**src/logic/hub_boot_params.svh**
```systemverilog
`ifndef HUB_BOOT_PARAMS_SVH
`define HUB_BOOT_PARAMS_SVH

// Clock and timing
`define HB_CLK_PERIOD_NS 25
`define HB_STRAP_SETTLE_NS 1000
`define HB_STRAP_SETTLE_CYC ((`HB_STRAP_SETTLE_NS + `HB_CLK_PERIOD_NS - 1) / `HB_CLK_PERIOD_NS)
`define HB_SPI_HALF_CYC 8

// Serial ROM signature probe
`define HB_ROM_READ_CMD 8'h03
`define HB_ROM_SIG_ADDR 24'hFFFA
`define HB_ROM_EXEC_ADDR 24'h0000
`define HB_ROM_SIG_WORD 32'h32444655
`define HB_ROM_SHIFT_BITS 7'h40
`define HB_ROM_OUT_BITS 7'h20

// Six-level resistor strap codes
`define HB_LVL_200K_PD 3'h0
`define HB_LVL_200K_PU 3'h1
`define HB_LVL_10K_PD 3'h2
`define HB_LVL_10K_PU 3'h3
`define HB_LVL_10R_PD 3'h4
`define HB_LVL_10R_PU 3'h5

// Port masks per level
`define HB_MASK_NONE 6'h00
`define HB_MASK_P1 6'h01
`define HB_MASK_P12 6'h03
`define HB_MASK_P123 6'h07
`define HB_MASK_P1234 6'h0F
`define HB_MASK_ALL 6'h3F

// Register byte addresses
`define HB_REG_STATUS 12'h000
`define HB_REG_STRAPS 12'h004
`define HB_REG_GP_DIR 12'h008
`define HB_REG_GP_OUT 12'h00C
`define HB_REG_GP_PULL_EN 12'h010
`define HB_REG_GP_PULL_UP 12'h014
`define HB_REG_GP_IN 12'h018
`define HB_REG_CFG_END_IDX 12'h0FF
`define HB_REG_CFG_END (`HB_REG_CFG_END_IDX << 2)

// Bus responses
`define HB_RESP_OKAY 2'h0
`define HB_RESP_SLVERR 2'h2

`endif

```
**src/logic/hub_boot_pkg.sv**
```systemverilog
package hub_boot_pkg;
  typedef enum logic [2:0] {
    st_init,
    st_rom_check,
    st_cfg_read,
    st_strap,
    st_host_cfg,
    st_final,
    st_ready
  } boot_state_t;
endpackage : hub_boot_pkg

```
**src/logic/rom_job_if.sv**
```systemverilog
`timescale 1ns/100ps
// Request and answer between the boot sequencer and the serial ROM probe
interface rom_job_if;
  logic start;
  logic clock_mode3;
  logic done;
  logic match;
  modport seq (output start, output clock_mode3, input done, input match);
  modport eng (input start, input clock_mode3, output done, output match);
endinterface : rom_job_if

```
**src/logic/rom_signature_probe.sv**
```systemverilog
`timescale 1ns/100ps
`include "hub_boot_params.svh"
module rom_signature_probe (
  // Clock and reset
  input wire logic aclk,
  input wire logic aresetn,
  // Job port
  rom_job_if.eng job,
  // Serial ROM pins, miso already synchronised
  input wire logic rom_miso_sync,
  output logic rom_sclk,
  output logic rom_cs_n,
  output logic rom_mosi
);
  localparam logic [31:0] OUT_WORD = {`HB_ROM_READ_CMD, `HB_ROM_SIG_ADDR};
  // Mid point of the first low phase, where mode 3 makes its lead-in fall
  localparam logic [3:0] MID = 4'(`HB_SPI_HALF_CYC / 2);

  logic [3:0] div;
  logic tick;
  logic active;
  logic phase_high;
  logic mode3;
  logic [6:0] bitcnt;
  logic [31:0] out_sr;
  logic [31:0] in_sr;
  logic last_bit;

  assign tick = (div == 4'(`HB_SPI_HALF_CYC - 1));
  assign last_bit = (bitcnt == `HB_ROM_SHIFT_BITS - 7'h01);

  // Half-period divider, enable pulse only while a job runs
  always_ff @(posedge aclk) begin
    if (!aresetn || !active || tick) div <= 4'h0;
    else div <= div + 4'h1;
  end

  // Read command, address, then 32 data bits; shift on falling, sample before it
  always_ff @(posedge aclk) begin
    if (!aresetn) begin
      active <= 1'b0;
      phase_high <= 1'b0;
      mode3 <= 1'b0;
      bitcnt <= 7'h00;
      out_sr <= 32'h0;
      in_sr <= 32'h0;
      rom_cs_n <= 1'b1;
      rom_sclk <= 1'b0;
      rom_mosi <= 1'b0;
      job.done <= 1'b0;
      job.match <= 1'b0;
    end else begin
      job.done <= 1'b0;
      if (!active && job.start) begin
        active <= 1'b1;
        mode3 <= job.clock_mode3;
        rom_sclk <= job.clock_mode3; // Idle level per clock mode
        rom_cs_n <= 1'b0;
        phase_high <= 1'b0;
        bitcnt <= 7'h00;
        rom_mosi <= OUT_WORD[31];
        out_sr <= {OUT_WORD[30:0], 1'b0};
      end else if (active && tick) begin
        if (!phase_high) begin
          phase_high <= 1'b1;
          rom_sclk <= 1'b1; // Sampling edge in both modes
        end else begin
          phase_high <= 1'b0;
          in_sr <= {in_sr[30:0], rom_miso_sync};
          bitcnt <= bitcnt + 7'h01;
          if (last_bit) begin
            active <= 1'b0;
            rom_cs_n <= 1'b1;
            rom_sclk <= mode3;
            job.done <= 1'b1;
            job.match <= ({in_sr[30:0], rom_miso_sync} == `HB_ROM_SIG_WORD);
          end else begin
            rom_sclk <= 1'b0;
            rom_mosi <= out_sr[31];
            out_sr <= {out_sr[30:0], 1'b0};
          end
        end
      end else if (active && !phase_high && div == MID) begin
        rom_sclk <= 1'b0; // Lead-in falling edge for mode 3
      end else if (!active) begin
        rom_sclk <= job.clock_mode3; // Idle level follows the strap between frames
      end
    end
  end
endmodule : rom_signature_probe

```
**src/logic/strap_decoder.sv**
```systemverilog
`timescale 1ns/100ps
`include "hub_boot_params.svh"
module strap_decoder (
  // Synchronised strap levels
  input wire logic [5:0] plus_disable,
  input wire logic [5:0] minus_disable,
  input wire logic [2:0] fixed_level,
  input wire logic [2:0] charge_level,
  // Decoded masks
  output logic [5:0] port_off,
  output logic [5:0] fixed_mask,
  output logic [5:0] charge_mask
);
  // Six resistor levels to a leading-ports mask; unknown codes select none
  function automatic logic [5:0] level_to_mask(input logic [2:0] lvl);
    case (lvl)
      `HB_LVL_200K_PD: level_to_mask = `HB_MASK_NONE;
      `HB_LVL_200K_PU: level_to_mask = `HB_MASK_P1;
      `HB_LVL_10K_PD: level_to_mask = `HB_MASK_P12;
      `HB_LVL_10K_PU: level_to_mask = `HB_MASK_P123;
      `HB_LVL_10R_PD: level_to_mask = `HB_MASK_P1234;
      `HB_LVL_10R_PU: level_to_mask = `HB_MASK_ALL;
      default: level_to_mask = `HB_MASK_NONE;
    endcase
  endfunction : level_to_mask

  // A line reads 1 as disabled; the port goes off only with both lines off
  assign port_off = plus_disable & minus_disable;
  assign fixed_mask = level_to_mask(fixed_level);
  assign charge_mask = level_to_mask(charge_level);
endmodule : strap_decoder

```
**src/logic/hub_boot_strap_sequencer.sv**
```systemverilog
// The address map and register access over AXI4-Lite were left to the implementer.
`timescale 1ns/100ps
`include "hub_boot_params.svh"
module hub_boot_strap_sequencer
  import hub_boot_pkg::*;
#(
  parameter int GP_W = 8,
  parameter logic [5:0] DEFAULT_FIXED = `HB_MASK_NONE,
  parameter logic [5:0] DEFAULT_CHARGE = `HB_MASK_NONE
) (
  // Clock and reset
  input wire logic aclk,
  input wire logic aresetn,
  // AXI4-Lite write
  input wire logic [11:0] s_axi_awaddr,
  input wire logic s_axi_awvalid,
  output logic s_axi_awready,
  input wire logic [31:0] s_axi_wdata,
  input wire logic [3:0] s_axi_wstrb,
  input wire logic s_axi_wvalid,
  output logic s_axi_wready,
  output logic [1:0] s_axi_bresp,
  output logic s_axi_bvalid,
  input wire logic s_axi_bready,
  // AXI4-Lite read
  input wire logic [11:0] s_axi_araddr,
  input wire logic s_axi_arvalid,
  output logic s_axi_arready,
  output logic [31:0] s_axi_rdata,
  output logic [1:0] s_axi_rresp,
  output logic s_axi_rvalid,
  input wire logic s_axi_rready,
  // Strap and detect pins
  input wire logic rom_mode_strap,
  input wire logic rom_clock_mode3,
  input wire logic [2:0] slave_bus_setting,
  input wire logic mgmt_bus_data_pin,
  input wire logic mgmt_bus_clock_pin,
  input wire logic [5:0] port_plus_line_disable,
  input wire logic [5:0] port_minus_line_disable,
  input wire logic [2:0] fixed_port_select_strap,
  input wire logic [2:0] charge_port_select_strap,
  input wire logic pll_locked,
  // Serial ROM
  input wire logic rom_miso,
  output logic rom_sclk,
  output logic rom_cs_n,
  output logic rom_mosi,
  output logic rom_pins_oe,
  // General-purpose pins
  input wire logic [GP_W-1:0] general_purpose_pin_in,
  output logic [GP_W-1:0] general_purpose_pin_out,
  output logic [GP_W-1:0] general_purpose_pin_oe,
  output logic [GP_W-1:0] gp_pull_up_en,
  output logic [GP_W-1:0] gp_pull_down_en,
  // Hub status
  output logic pll_run,
  output logic ext_rom_enable,
  output logic [23:0] exec_start_addr,
  output logic host_cfg_active,
  output logic config_done,
  output logic [5:0] port_enable,
  output logic [5:0] ss_port_enable,
  output logic [5:0] fixed_port_mask,
  output logic [5:0] charge_port_mask
);
  localparam int SYNC_W = 27 + GP_W;
  localparam int SETTLE = `HB_STRAP_SETTLE_CYC;

  // Three-flop synchronisers; a bit moves once stages two and three agree
  logic [SYNC_W-1:0] pins_raw;
  logic [SYNC_W-1:0] sync1;
  logic [SYNC_W-1:0] sync2;
  logic [SYNC_W-1:0] sync3;
  logic [SYNC_W-1:0] pins;
  assign pins_raw = {general_purpose_pin_in, rom_miso, pll_locked, rom_clock_mode3,
                     rom_mode_strap, mgmt_bus_clock_pin, mgmt_bus_data_pin,
                     charge_port_select_strap, fixed_port_select_strap,
                     slave_bus_setting, port_minus_line_disable, port_plus_line_disable};
  genvar gi;
  generate
    for (gi = 0; gi < SYNC_W; gi++) begin : g_sync
      always_ff @(posedge aclk) begin
        if (!aresetn) begin
          sync1[gi] <= 1'b0;
          sync2[gi] <= 1'b0;
          sync3[gi] <= 1'b0;
          pins[gi] <= 1'b0;
        end else begin
          sync1[gi] <= pins_raw[gi];
          sync2[gi] <= sync1[gi];
          sync3[gi] <= sync2[gi];
          if (sync2[gi] == sync3[gi]) pins[gi] <= sync3[gi];
        end
      end
    end
  endgenerate

  // Named fields of the filtered pins
  wire [5:0] s_plus = pins[5:0];
  wire [5:0] s_minus = pins[11:6];
  wire [2:0] s_cfg = pins[14:12];
  wire [2:0] s_fixed = pins[17:15];
  wire [2:0] s_charge = pins[20:18];
  wire s_mdata = pins[21];
  wire s_mclk = pins[22];
  wire s_rom_mode = pins[23];
  wire s_mode3 = pins[24];
  wire s_lock = pins[25];
  wire s_miso = pins[26];
  wire [GP_W-1:0] s_gp_in = pins[SYNC_W-1:27];

  // Strap decoding and ROM probe
  logic [5:0] dec_off;
  logic [5:0] dec_fixed;
  logic [5:0] dec_charge;
  strap_decoder u_dec (
    .plus_disable(s_plus),
    .minus_disable(s_minus),
    .fixed_level(s_fixed),
    .charge_level(s_charge),
    .port_off(dec_off),
    .fixed_mask(dec_fixed),
    .charge_mask(dec_charge)
  );

  rom_job_if job ();
  rom_signature_probe u_probe (
    .aclk(aclk),
    .aresetn(aresetn),
    .job(job),
    .rom_miso_sync(s_miso),
    .rom_sclk(rom_sclk),
    .rom_cs_n(rom_cs_n),
    .rom_mosi(rom_mosi)
  );

  // Boot state and latched straps
  boot_state_t state;
  boot_state_t next_state;
  logic [5:0] off_latched;
  logic [5:0] settle_cnt;
  logic start_q;
  logic cfg_end_hit;
  wire settled = (settle_cnt == 6'(SETTLE - 1));
  wire slave_sel = (s_cfg == `HB_LVL_200K_PU);
  wire pullups_seen = s_mdata & s_mclk;
  wire enumerated = (state == st_host_cfg) || (state == st_ready);

  assign job.start = start_q;
  assign job.clock_mode3 = s_mode3;

  // Stage transitions
  always_comb begin
    next_state = state;
    case (state)
      st_init: if (s_lock) next_state = s_rom_mode ? st_rom_check : st_cfg_read;
      st_rom_check: if (job.done) next_state = st_cfg_read;
      st_cfg_read: if (settled) next_state = st_strap;
      st_strap: next_state = (slave_sel && pullups_seen) ? st_host_cfg : st_final;
      st_host_cfg: if (cfg_end_hit) next_state = st_final;
      st_final: next_state = st_ready;
      st_ready: next_state = st_ready;
      default: next_state = st_init;
    endcase
  end

  // Sequencer registers; synchronous reset is standby and clears all but the port masks, which load DEFAULT_FIXED and DEFAULT_CHARGE
  always_ff @(posedge aclk) begin
    if (!aresetn) begin
      state <= st_init;
      start_q <= 1'b0;
      settle_cnt <= 6'h00;
      pll_run <= 1'b0;
      rom_pins_oe <= 1'b0;
      ext_rom_enable <= 1'b0;
      exec_start_addr <= `HB_ROM_EXEC_ADDR;
      off_latched <= 6'h00;
      fixed_port_mask <= DEFAULT_FIXED;
      charge_port_mask <= DEFAULT_CHARGE;
    end else begin
      state <= next_state;
      pll_run <= 1'b1;
      start_q <= (state == st_init) && (next_state == st_rom_check);
      if (next_state == st_rom_check) rom_pins_oe <= 1'b1;
      if (job.done) begin
        rom_pins_oe <= 1'b0;
        ext_rom_enable <= job.match;
      end
      if (state == st_cfg_read) settle_cnt <= settle_cnt + 6'h01;
      if (state == st_cfg_read && settled) begin
        off_latched <= dec_off;
        fixed_port_mask <= dec_fixed;
        charge_port_mask <= dec_charge;
      end
    end
  end

  // Port and status outputs, ports live only once boot is complete
  always_ff @(posedge aclk) begin
    if (!aresetn) begin
      port_enable <= 6'h00;
      ss_port_enable <= 6'h00;
      host_cfg_active <= 1'b0;
      config_done <= 1'b0;
    end else begin
      port_enable <= (next_state == st_ready) ? ~off_latched : 6'h00;
      ss_port_enable <= (next_state == st_ready) ? ~off_latched : 6'h00;
      host_cfg_active <= (next_state == st_host_cfg);
      config_done <= (next_state == st_ready);
    end
  end

  // AXI4-Lite write: address and data accepted in either order
  logic aw_held;
  logic w_held;
  logic [11:0] aw_addr;
  logic [31:0] w_data;
  logic w_lane0;
  wire do_write = aw_held && w_held && !s_axi_bvalid;
  wire wr_gp = do_write && enumerated && w_lane0;
  wire wr_known = (aw_addr == `HB_REG_GP_DIR) || (aw_addr == `HB_REG_GP_OUT) ||
                  (aw_addr == `HB_REG_GP_PULL_EN) || (aw_addr == `HB_REG_GP_PULL_UP) ||
                  (aw_addr == `HB_REG_CFG_END) || (aw_addr == `HB_REG_STATUS) ||
                  (aw_addr == `HB_REG_STRAPS) || (aw_addr == `HB_REG_GP_IN);
  assign cfg_end_hit = do_write && (aw_addr == `HB_REG_CFG_END) && (state == st_host_cfg);
  assign s_axi_awready = !aw_held;
  assign s_axi_wready = !w_held;

  always_ff @(posedge aclk) begin
    if (!aresetn) begin
      aw_held <= 1'b0;
      w_held <= 1'b0;
      aw_addr <= 12'h000;
      w_data <= 32'h0;
      w_lane0 <= 1'b0;
      s_axi_bvalid <= 1'b0;
      s_axi_bresp <= `HB_RESP_OKAY;
    end else begin
      if (s_axi_awvalid && !aw_held) begin
        aw_held <= 1'b1;
        aw_addr <= {s_axi_awaddr[11:2], 2'b00};
      end
      if (s_axi_wvalid && !w_held) begin
        w_held <= 1'b1;
        w_data <= s_axi_wdata;
        w_lane0 <= s_axi_wstrb[0];
      end
      if (do_write) begin
        aw_held <= 1'b0;
        w_held <= 1'b0;
        s_axi_bvalid <= 1'b1;
        s_axi_bresp <= wr_known ? `HB_RESP_OKAY : `HB_RESP_SLVERR;
      end else if (s_axi_bready) begin
        s_axi_bvalid <= 1'b0;
      end
    end
  end

  // Pin direction, level and pull control, inputs float with no pulls
  logic [GP_W-1:0] gp_dir;
  logic [GP_W-1:0] gp_out;
  logic [GP_W-1:0] gp_pull_en;
  logic [GP_W-1:0] gp_pull_up;
  always_ff @(posedge aclk) begin
    if (!aresetn) begin
      gp_dir <= '0;
      gp_out <= '0;
      gp_pull_en <= '0;
      gp_pull_up <= '0;
    end else if (wr_gp) begin
      if (aw_addr == `HB_REG_GP_DIR) gp_dir <= w_data[GP_W-1:0];
      if (aw_addr == `HB_REG_GP_OUT) gp_out <= w_data[GP_W-1:0];
      if (aw_addr == `HB_REG_GP_PULL_EN) gp_pull_en <= w_data[GP_W-1:0];
      if (aw_addr == `HB_REG_GP_PULL_UP) gp_pull_up <= w_data[GP_W-1:0];
    end
  end

  // Registered pin drive; pulls only act on pins set as inputs
  always_ff @(posedge aclk) begin
    if (!aresetn) begin
      general_purpose_pin_out <= '0;
      general_purpose_pin_oe <= '0;
      gp_pull_up_en <= '0;
      gp_pull_down_en <= '0;
    end else begin
      general_purpose_pin_out <= gp_out;
      general_purpose_pin_oe <= gp_dir;
      gp_pull_up_en <= ~gp_dir & gp_pull_en & gp_pull_up;
      gp_pull_down_en <= ~gp_dir & gp_pull_en & ~gp_pull_up;
    end
  end

  // AXI4-Lite read: one beat, answer the cycle after acceptance
  wire [11:0] ar_addr = {s_axi_araddr[11:2], 2'b00};
  wire [31:0] status_word = {19'h0, 3'(state), s_lock, ext_rom_enable,
                             host_cfg_active, config_done, 4'h0, pll_run, 1'b0};
  wire [31:0] strap_word = {14'h0, off_latched, fixed_port_mask, charge_port_mask};
  logic [31:0] rd_mux;
  logic rd_known;
  always_comb begin
    rd_mux = 32'h0;
    rd_known = 1'b1;
    case (ar_addr)
      `HB_REG_STATUS: rd_mux = status_word;
      `HB_REG_STRAPS: rd_mux = strap_word;
      `HB_REG_GP_DIR: rd_mux = 32'(gp_dir);
      `HB_REG_GP_OUT: rd_mux = 32'(gp_out);
      `HB_REG_GP_PULL_EN: rd_mux = 32'(gp_pull_en);
      `HB_REG_GP_PULL_UP: rd_mux = 32'(gp_pull_up);
      `HB_REG_GP_IN: rd_mux = 32'(s_gp_in);
      `HB_REG_CFG_END: rd_mux = 32'h0;
      default: rd_known = 1'b0;
    endcase
  end

  assign s_axi_arready = !s_axi_rvalid;
  always_ff @(posedge aclk) begin
    if (!aresetn) begin
      s_axi_rvalid <= 1'b0;
      s_axi_rdata <= 32'h0;
      s_axi_rresp <= `HB_RESP_OKAY;
    end else if (s_axi_arvalid && !s_axi_rvalid) begin
      s_axi_rvalid <= 1'b1;
      s_axi_rdata <= rd_mux;
      s_axi_rresp <= rd_known ? `HB_RESP_OKAY : `HB_RESP_SLVERR;
    end else if (s_axi_rready) begin
      s_axi_rvalid <= 1'b0;
    end
  end
endmodule : hub_boot_strap_sequencer

```
**config.mk**
```make
export PLATFORM = sky130hd
export DESIGN_NAME = hub_boot_strap_sequencer
export DESIGN_NICKNAME = d
export VERILOG_FILES = /design/src/logic/hub_boot_pkg.sv /design/src/logic/rom_job_if.sv /design/src/logic/rom_signature_probe.sv /design/src/logic/strap_decoder.sv /design/src/logic/hub_boot_strap_sequencer.sv
export VERILOG_INCLUDE_DIRS = /design/src /design/src/logic
export SDC_FILE = /design/constraint.sdc
export NUM_CORES = 1
export LEC_CHECK = 0
export BUFFER_PORTS_ARGS = -buffer_cell sky130_fd_sc_hd__buf_2
export CAP_MARGIN = 15
export CORE_UTILIZATION = 50
export DETAILED_ROUTE_END_ITERATION = 8
export PLACE_DENSITY = 0.69
export SLEW_MARGIN = 20
export SYNTH_ARGS = -nofsm -noshare
export SYNTH_HDL_FRONTEND = slang
export SYNTH_HIERARCHICAL = 1
export SYNTH_SLANG_ARGS = --single-unit
```
**constraint.sdc**
```tcl
create_clock -name aclk -period 3.3 [get_ports aclk]
set_input_delay 0.66 -clock aclk [delete_from_list [all_inputs] [get_ports aclk]]
set_output_delay 0.66 -clock aclk [all_outputs]
set_load 0.1 [all_outputs]
```
Word level (Yosys, flattened, before mapping)
Cells that the tools add are included.
Word-level totals
  latch bits: 0
  logic and storage cells: 371
  RAM bits: 0
  memory bits (read-only): 0
  memories: 0
  input port bits: 102
  register bits after elaboration: 382
Operators by class
  equality and inequality tests: 76
  div/mod/pow operators: 0
  reductions and logical operators: 58
  add/subtract/negate cells: 3
  multipliers: 0
  shift operators: 0
  magnitude comparators: 0
  mux-type cells: 38
  bitwise operators: 13
Operators with widths (number)
  $pmux 18 s7: 1
  $mux 27: 4
  $eq 10x3->1 const B: 6
  $pmux 6 s5: 2
  $eq 10x2->1 const B: 4
  $eq 1x1->1: 35
  $eq 32x30->1 const B: 1
  $eq 3x3->1 const B: 9
  $and 8x8->8: 3
  $logic_not 12->1: 2
  $mux 1: 23
  $eq 10x1->1 const B: 2
  $eq 10x8->1 const B: 2
  $eq 3x2->1 const B: 6
  $pmux 3 s6: 1
  $logic_and 1x1->1: 16
  $not 8->8: 2
  $eq 3x1->1 const B: 5
  $mux 3: 4
  $reduce_and 2->1: 6
  $reduce_and 3->1: 4
  $logic_or 1x1->1: 10
  $reduce_bool 2->1: 5
  $eq 4x3->1 const B: 2
  18 further kinds: 33

Longest topological paths before layout
  depth after elaboration: 9
  depth in mapped cells: 8
  gate-level depth less buffers: 6

Hierarchy
Netlist, hierarchy kept.
By module, submodules not included
  hub_boot_strap_sequencer: cells each 1007, area an instance 9844.4 um2, times used 1
  rom_signature_probe: cells each 371, area an instance 3021.6 um2, times used 1
  strap_decoder: cells each 25, area an instance 182.7 um2, times used 1

Worst setup path after synthesis
No wires, ideal clock.
  kind: register -> register
  start point: register s_axi_rvalid
  end point: register s_axi_rresp[1]
  stages on the path, launching flop included: 5
  slack: 0.861 ns
  path buffers: 0
  required time: 3.185 ns
  clock period less this slack: 2.439 ns
  arrival time: 2.324 ns
  cell sequence: dfxtp_1 > inv_1 > nand2_1 > a311oi_1 > a2111oi_0
Between the ends
  cells in the longest elaborated chain, start to end: 2
Ends and longest elaborated chain
  from (decl): RTL line hub_boot_strap_sequencer.sv:31  | output logic s_axi_rvalid,
  from (signal assigned): RTL line hub_boot_strap_sequencer.sv:320  | s_axi_rvalid <= 1'b0;
  from (signal assigned): RTL line hub_boot_strap_sequencer.sv:324  | s_axi_rvalid <= 1'b1;
  from (signal assigned): RTL line hub_boot_strap_sequencer.sv:328  | s_axi_rvalid <= 1'b0;
  $logic_not 1->1
  via s_axi_arready: RTL line hub_boot_strap_sequencer.sv:28  | output logic s_axi_arready,
  $logic_and 1x1->1: RTL line hub_boot_strap_sequencer.sv:323  | end else if (s_axi_arvalid && !s_axi_rvalid) begin
  to (signal assigned): RTL line hub_boot_strap_sequencer.sv:322  | s_axi_rresp <= `HB_RESP_OKAY;
  to (signal assigned): RTL line hub_boot_strap_sequencer.sv:326  | s_axi_rresp <= rd_known ? `HB_RESP_OKAY : `HB_RESP_SLVERR;
  to (decl): RTL line hub_boot_strap_sequencer.sv:30  | output logic [1:0] s_axi_rresp,
The timed path passes the listed nets, and every way through them passes these cells.
A chain may end at the register's enable or synchronous reset.

Final worst setup path
  start point: register state[1]
  end point: register off_latched[3]
Between the ends
  cells in the longest elaborated chain, start to end: 2
Ends and longest elaborated chain
  from (decl): RTL line hub_boot_strap_sequencer.sv:139  | boot_state_t state;
  from (signal assigned): RTL line hub_boot_strap_sequencer.sv:171  | state <= st_init;
  from (signal assigned): RTL line hub_boot_strap_sequencer.sv:182  | state <= next_state;
  $eq 3x2->1: RTL line hub_boot_strap_sequencer.sv:191  | if (state == st_cfg_read && settled) begin
  $logic_and 1x1->1: RTL line hub_boot_strap_sequencer.sv:191
  to (signal assigned): RTL line hub_boot_strap_sequencer.sv:192  | off_latched <= dec_off;
  to (decl): RTL line hub_boot_strap_sequencer.sv:141  | logic [5:0] off_latched;
Every way passes these cells.

==> summary.md <==
| Metric | Value |
|---|---|
| Reg2Reg Setup Slack | 1050 ps |
| Synth Area in XOR/XNOR | 0.940% |
| DRT Pass-1 Iters | 5 |
| # resized after CTS | 0 |
| Leakage | 6.32 nW |
| # Post-CTS Setup Buffers | 0 |
| FF/Latch Area | 7330 µm² |
| Clk_skew | 23.5 ps |
| Setup_tns | 0 ps |
| Vias in the first global route | 8841 |
| Peak supply drop | 0.000370 V |
| Post-Synthesis Cells | 1403 |
| Reg2reg path depth | 5 |
| Pin count of the biggest net entering global routing | 79 |
| Final Hold Viols | 0 |
| # diodes | 0 |
| Clk slew on worst S/H paths | 60 ps |
| Gr ovfl total | 0 |
| CP Class | flip-flop to flip-flop |
| Post-Synth Adder-Cell Area | 0.575% |
| Asr flop ratio synth | 0% |
| Required time of the critical path | 3700 ps |
| Detail Route Antenna Nets | 0 |
| Wire length per cell | 14.4 µm |
| DR DRC count | 0 |
| Most common cell after layout, fill and taps aside | dfxtp_1 |
| Via count | 9655 |
| F_max | 445 MHz |
| RSZ-0062 raised after global routing | no |
| Core area | 25400 µm² |
| Cts-stage hold buffer count | 0 |
| P&R area growth vs syn | 15.7% |
| Max-Cap Viols | 0 |
| Cell Area, Synth | 13000 µm² |
| Cts bufs inserted | 38 |
| CP Capture Type | flip-flop |
| FF-to-FF Start | state[1]$_SDFF_PN0_ |
| Simple-gate area share of the yosys netlist | 22.5% |
| Yosys warns | 6 |
| WP buf/inv | 0 |
| Clock root buffer | clkbuf_16 |
| Nets | 1648 |
| Delay-heaviest family, CP | simple AND/OR/NAND/NOR gates |
| Buffers added on ports | 159 |
| Iteration-0 DRC Markers | 629 |
| Worst-margin pin slew | 932 ps |
| Most frequent cells in the layout | dfxtp_1, nand2_1, buf_2, a21oi_1, and2_1 |
| CP max stage cell | or4b_1 |
| CP arrival | 2640 ps |
| Hold Path End | s_axi_rvalid$_SDFFE_PN0P_ |
| Worst Path Max Fanout | 18 |
| Minimum clock period after layout | 2250 ps |
| Final count of negative-setup-slack endpoints | 0 |
| Largest stage delay on the critical path | 830 ps |
| Vias/cell | 5.09 |
| WHS | 320 ps |
| Global Route Usage Sum | 20.4% |
| Critical path cell sequence | nor3b_4, nand3_2, or4b_1, nand2_1, a21oi_1 |
| Outcome | finished, final reports clean |
| Ys flop type | dfxtp_1 |
| Final period util | 68.2% |
| Distinct cells, synth | 71 |
| CTS max path bufs | 3 |
| H-tree levels | 2 |
| Slew margin rel. | 37.8% |
| Area occupied by multi-input gates | 5110 µm² |
| Die Ht | 164 µm |
| Clk_lat worst skew | 520 ps |
| Final WL | 27300 µm |
| Initial core utilization | 51.4% |
| Antenna violations before repair | 0 |
| # fillers | 2234 |
| First-pass GRT wire length | 43700 µm |
| Ports | 231 |
| Power Density | 608 nW/µm² |
| Hold Startpoint | s_axi_rready |
| Post-DP HPWL | 18800 µm |
| Hold depth | 2 |
| Row cnt | 58 |
| Ratio of cells with drive above 1 in the final layout | 16.2% |
| Combinational family with the most area after synthesis | simple AND/OR/NAND/NOR gates |
| Mux contribution to synthesized area | 2.91% |
| Yosys reg bits | 366 |
| Die width | 164 µm |
| Sink Count | 366 |
| TritonCTS clock tree | done |
| GPL Wtd Cong | 0.824 |
| Compound-Gate Fraction of Synth Area | 11.0% |
| Crit start category | flip-flop |
| Reg-to-Reg End | off_latched[3]$_SDFFE_PN0P_ |
| Register area share after synthesis | 56.2% |
| Die footprint | 26700 µm² |
| Post-synth EDFFs | 0 |
| Mean Syn Cell Area | 9.30 µm² |
| Max-slew violation count | 0 |
| Class of the worst hold path | primary input to flip-flop |
==> worst max-delay path by stage <==
| stage | cells after the start | startpoint | slack [ps] | to |
|---|---|---|---|---|
| 2_1_floorplan | 4 | s_axi_rvalid$_SDFFE_PN0P_ | 860 | s_axi_rresp[1]$_SDFFE_PN0P_ |
| 3_3_place_gp | 4 | aresetn | 730 | u_probe/rom_sclk$_SDFFE_PN0P_ |
| 3_5_place_dp | 4 | aresetn | 720 | u_probe/rom_sclk$_SDFFE_PN0P_ |
| 4_1_cts | 5 | state[1]$_SDFF_PN0_ | 1050 | off_latched[3]$_SDFFE_PN0P_ |
| 5_1_grt | 5 | state[1]$_SDFF_PN0_ | 930 | charge_port_mask[4]$_SDFFE_PN0P_ |
| 6_report | 5 | state[1]$_SDFF_PN0_ | 1050 | off_latched[3]$_SDFFE_PN0P_ |
==> final cells by class <==
type,instances,share of cell area [%]
flip-flops and latches,366,48.5
multi-input cells,931,33.8
clock buffers,57,7.43
repair buffers,172,5.93
well taps,330,2.74
inverters,31,0.771
clock inverters,8,0.746
==> state kept, by name, indices dropped and copies added, names as in the netlist, 10 cells and up <==
signal,count
u_probe/out_sr,30
sync3,35
sync2,35
pins,29
u_probe/in_sr,31
sync1,35
s_axi_rdata,18
aw_addr,10
==> worst reg2reg max path: stages, from the launching register on <==
cell	delay (ps)
dfxtp_1	480
nor3b_4	380
nand3_2	150
or4b_1	840
nand2_1	200
a21oi_1	80
==> stage by stage <==
step	setup slack [ps]	total power, mW	util, %	cells	area [µm²]
after floorplan	861	5.05	-	1442	13200
after global placement	733	5.11	54.6	1830	13900
after detailed placement	720	5.12	54.6	1830	13900
after CTS	1050	9.27	59.4	1895	15100
after global routing	935	9.50	59.4	1895	15100
final	1050	9.19	59.4	1895	15100
==> kinds of logic (layout without fill, tap and decap cells) <==
logic type | count (synthesis) | in the layout
AND/OR/NAND/NOR | 584 | 584
flip-flops | 366 | 366
AO/OA/AOI/OAI | 252 | 252
buffers and inverters | 145 | 268
multiplexers | 35 | 35
XOR/XNOR | 14 | 14
adder cells (fa/ha/maj) | 6 | 6
other | 1 | 40
==> power breakdown <==
part	internal (mW)	total, mW	switching, mW
clock network	2.51	4.17	1.66
logic	0.0951	0.492	0.397
registers	4.49	4.53	0.0336
==> cell usage after synthesis, drive strengths merged (3+ instances only) <==
master,n,area [µm²]
a211oi,9,67.6
a21oi,137,686
a221oi,3,26.3
a22o,6,52.6
a22oi,8,60.1
a31o,8,70.1
a31oi,3,18.8
and2,116,727
and3,5,32.5
and3b,3,26.3
and4b,11,110
buf,61,449
clkbuf,53,199
dfxtp,366,7330
ha,6,75.1
inv,29,109
mux2,3,33.8
mux2i,30,300
nand2,265,997
nand2b,5,31.3
nand3,21,110
nand3b,3,22.5
nand4,7,43.8
nor2,72,270
nor2b,13,83.8
nor3,28,140
nor3b,5,48.8
nor4,5,31.3
nor4b,12,120
nor4bb,4,40.0
o21ai,58,290
xnor2,6,52.6
xor2,8,70.1
==> metal layers <==
| metal | global-route usage, % | wire, µm | vias up |
|---|---|---|---|
| met5 | 0 | 0 | - |
| li1 | - | - | 4880 |
| met4 | 7.32 | 747 | 0 |
| met2 | 34.0 | 12700 | 277 |
| met3 | 3.66 | 1650 | 52 |
| met1 | 26.3 | 12200 | 4446 |
Power figures use the tool's default switching activity.
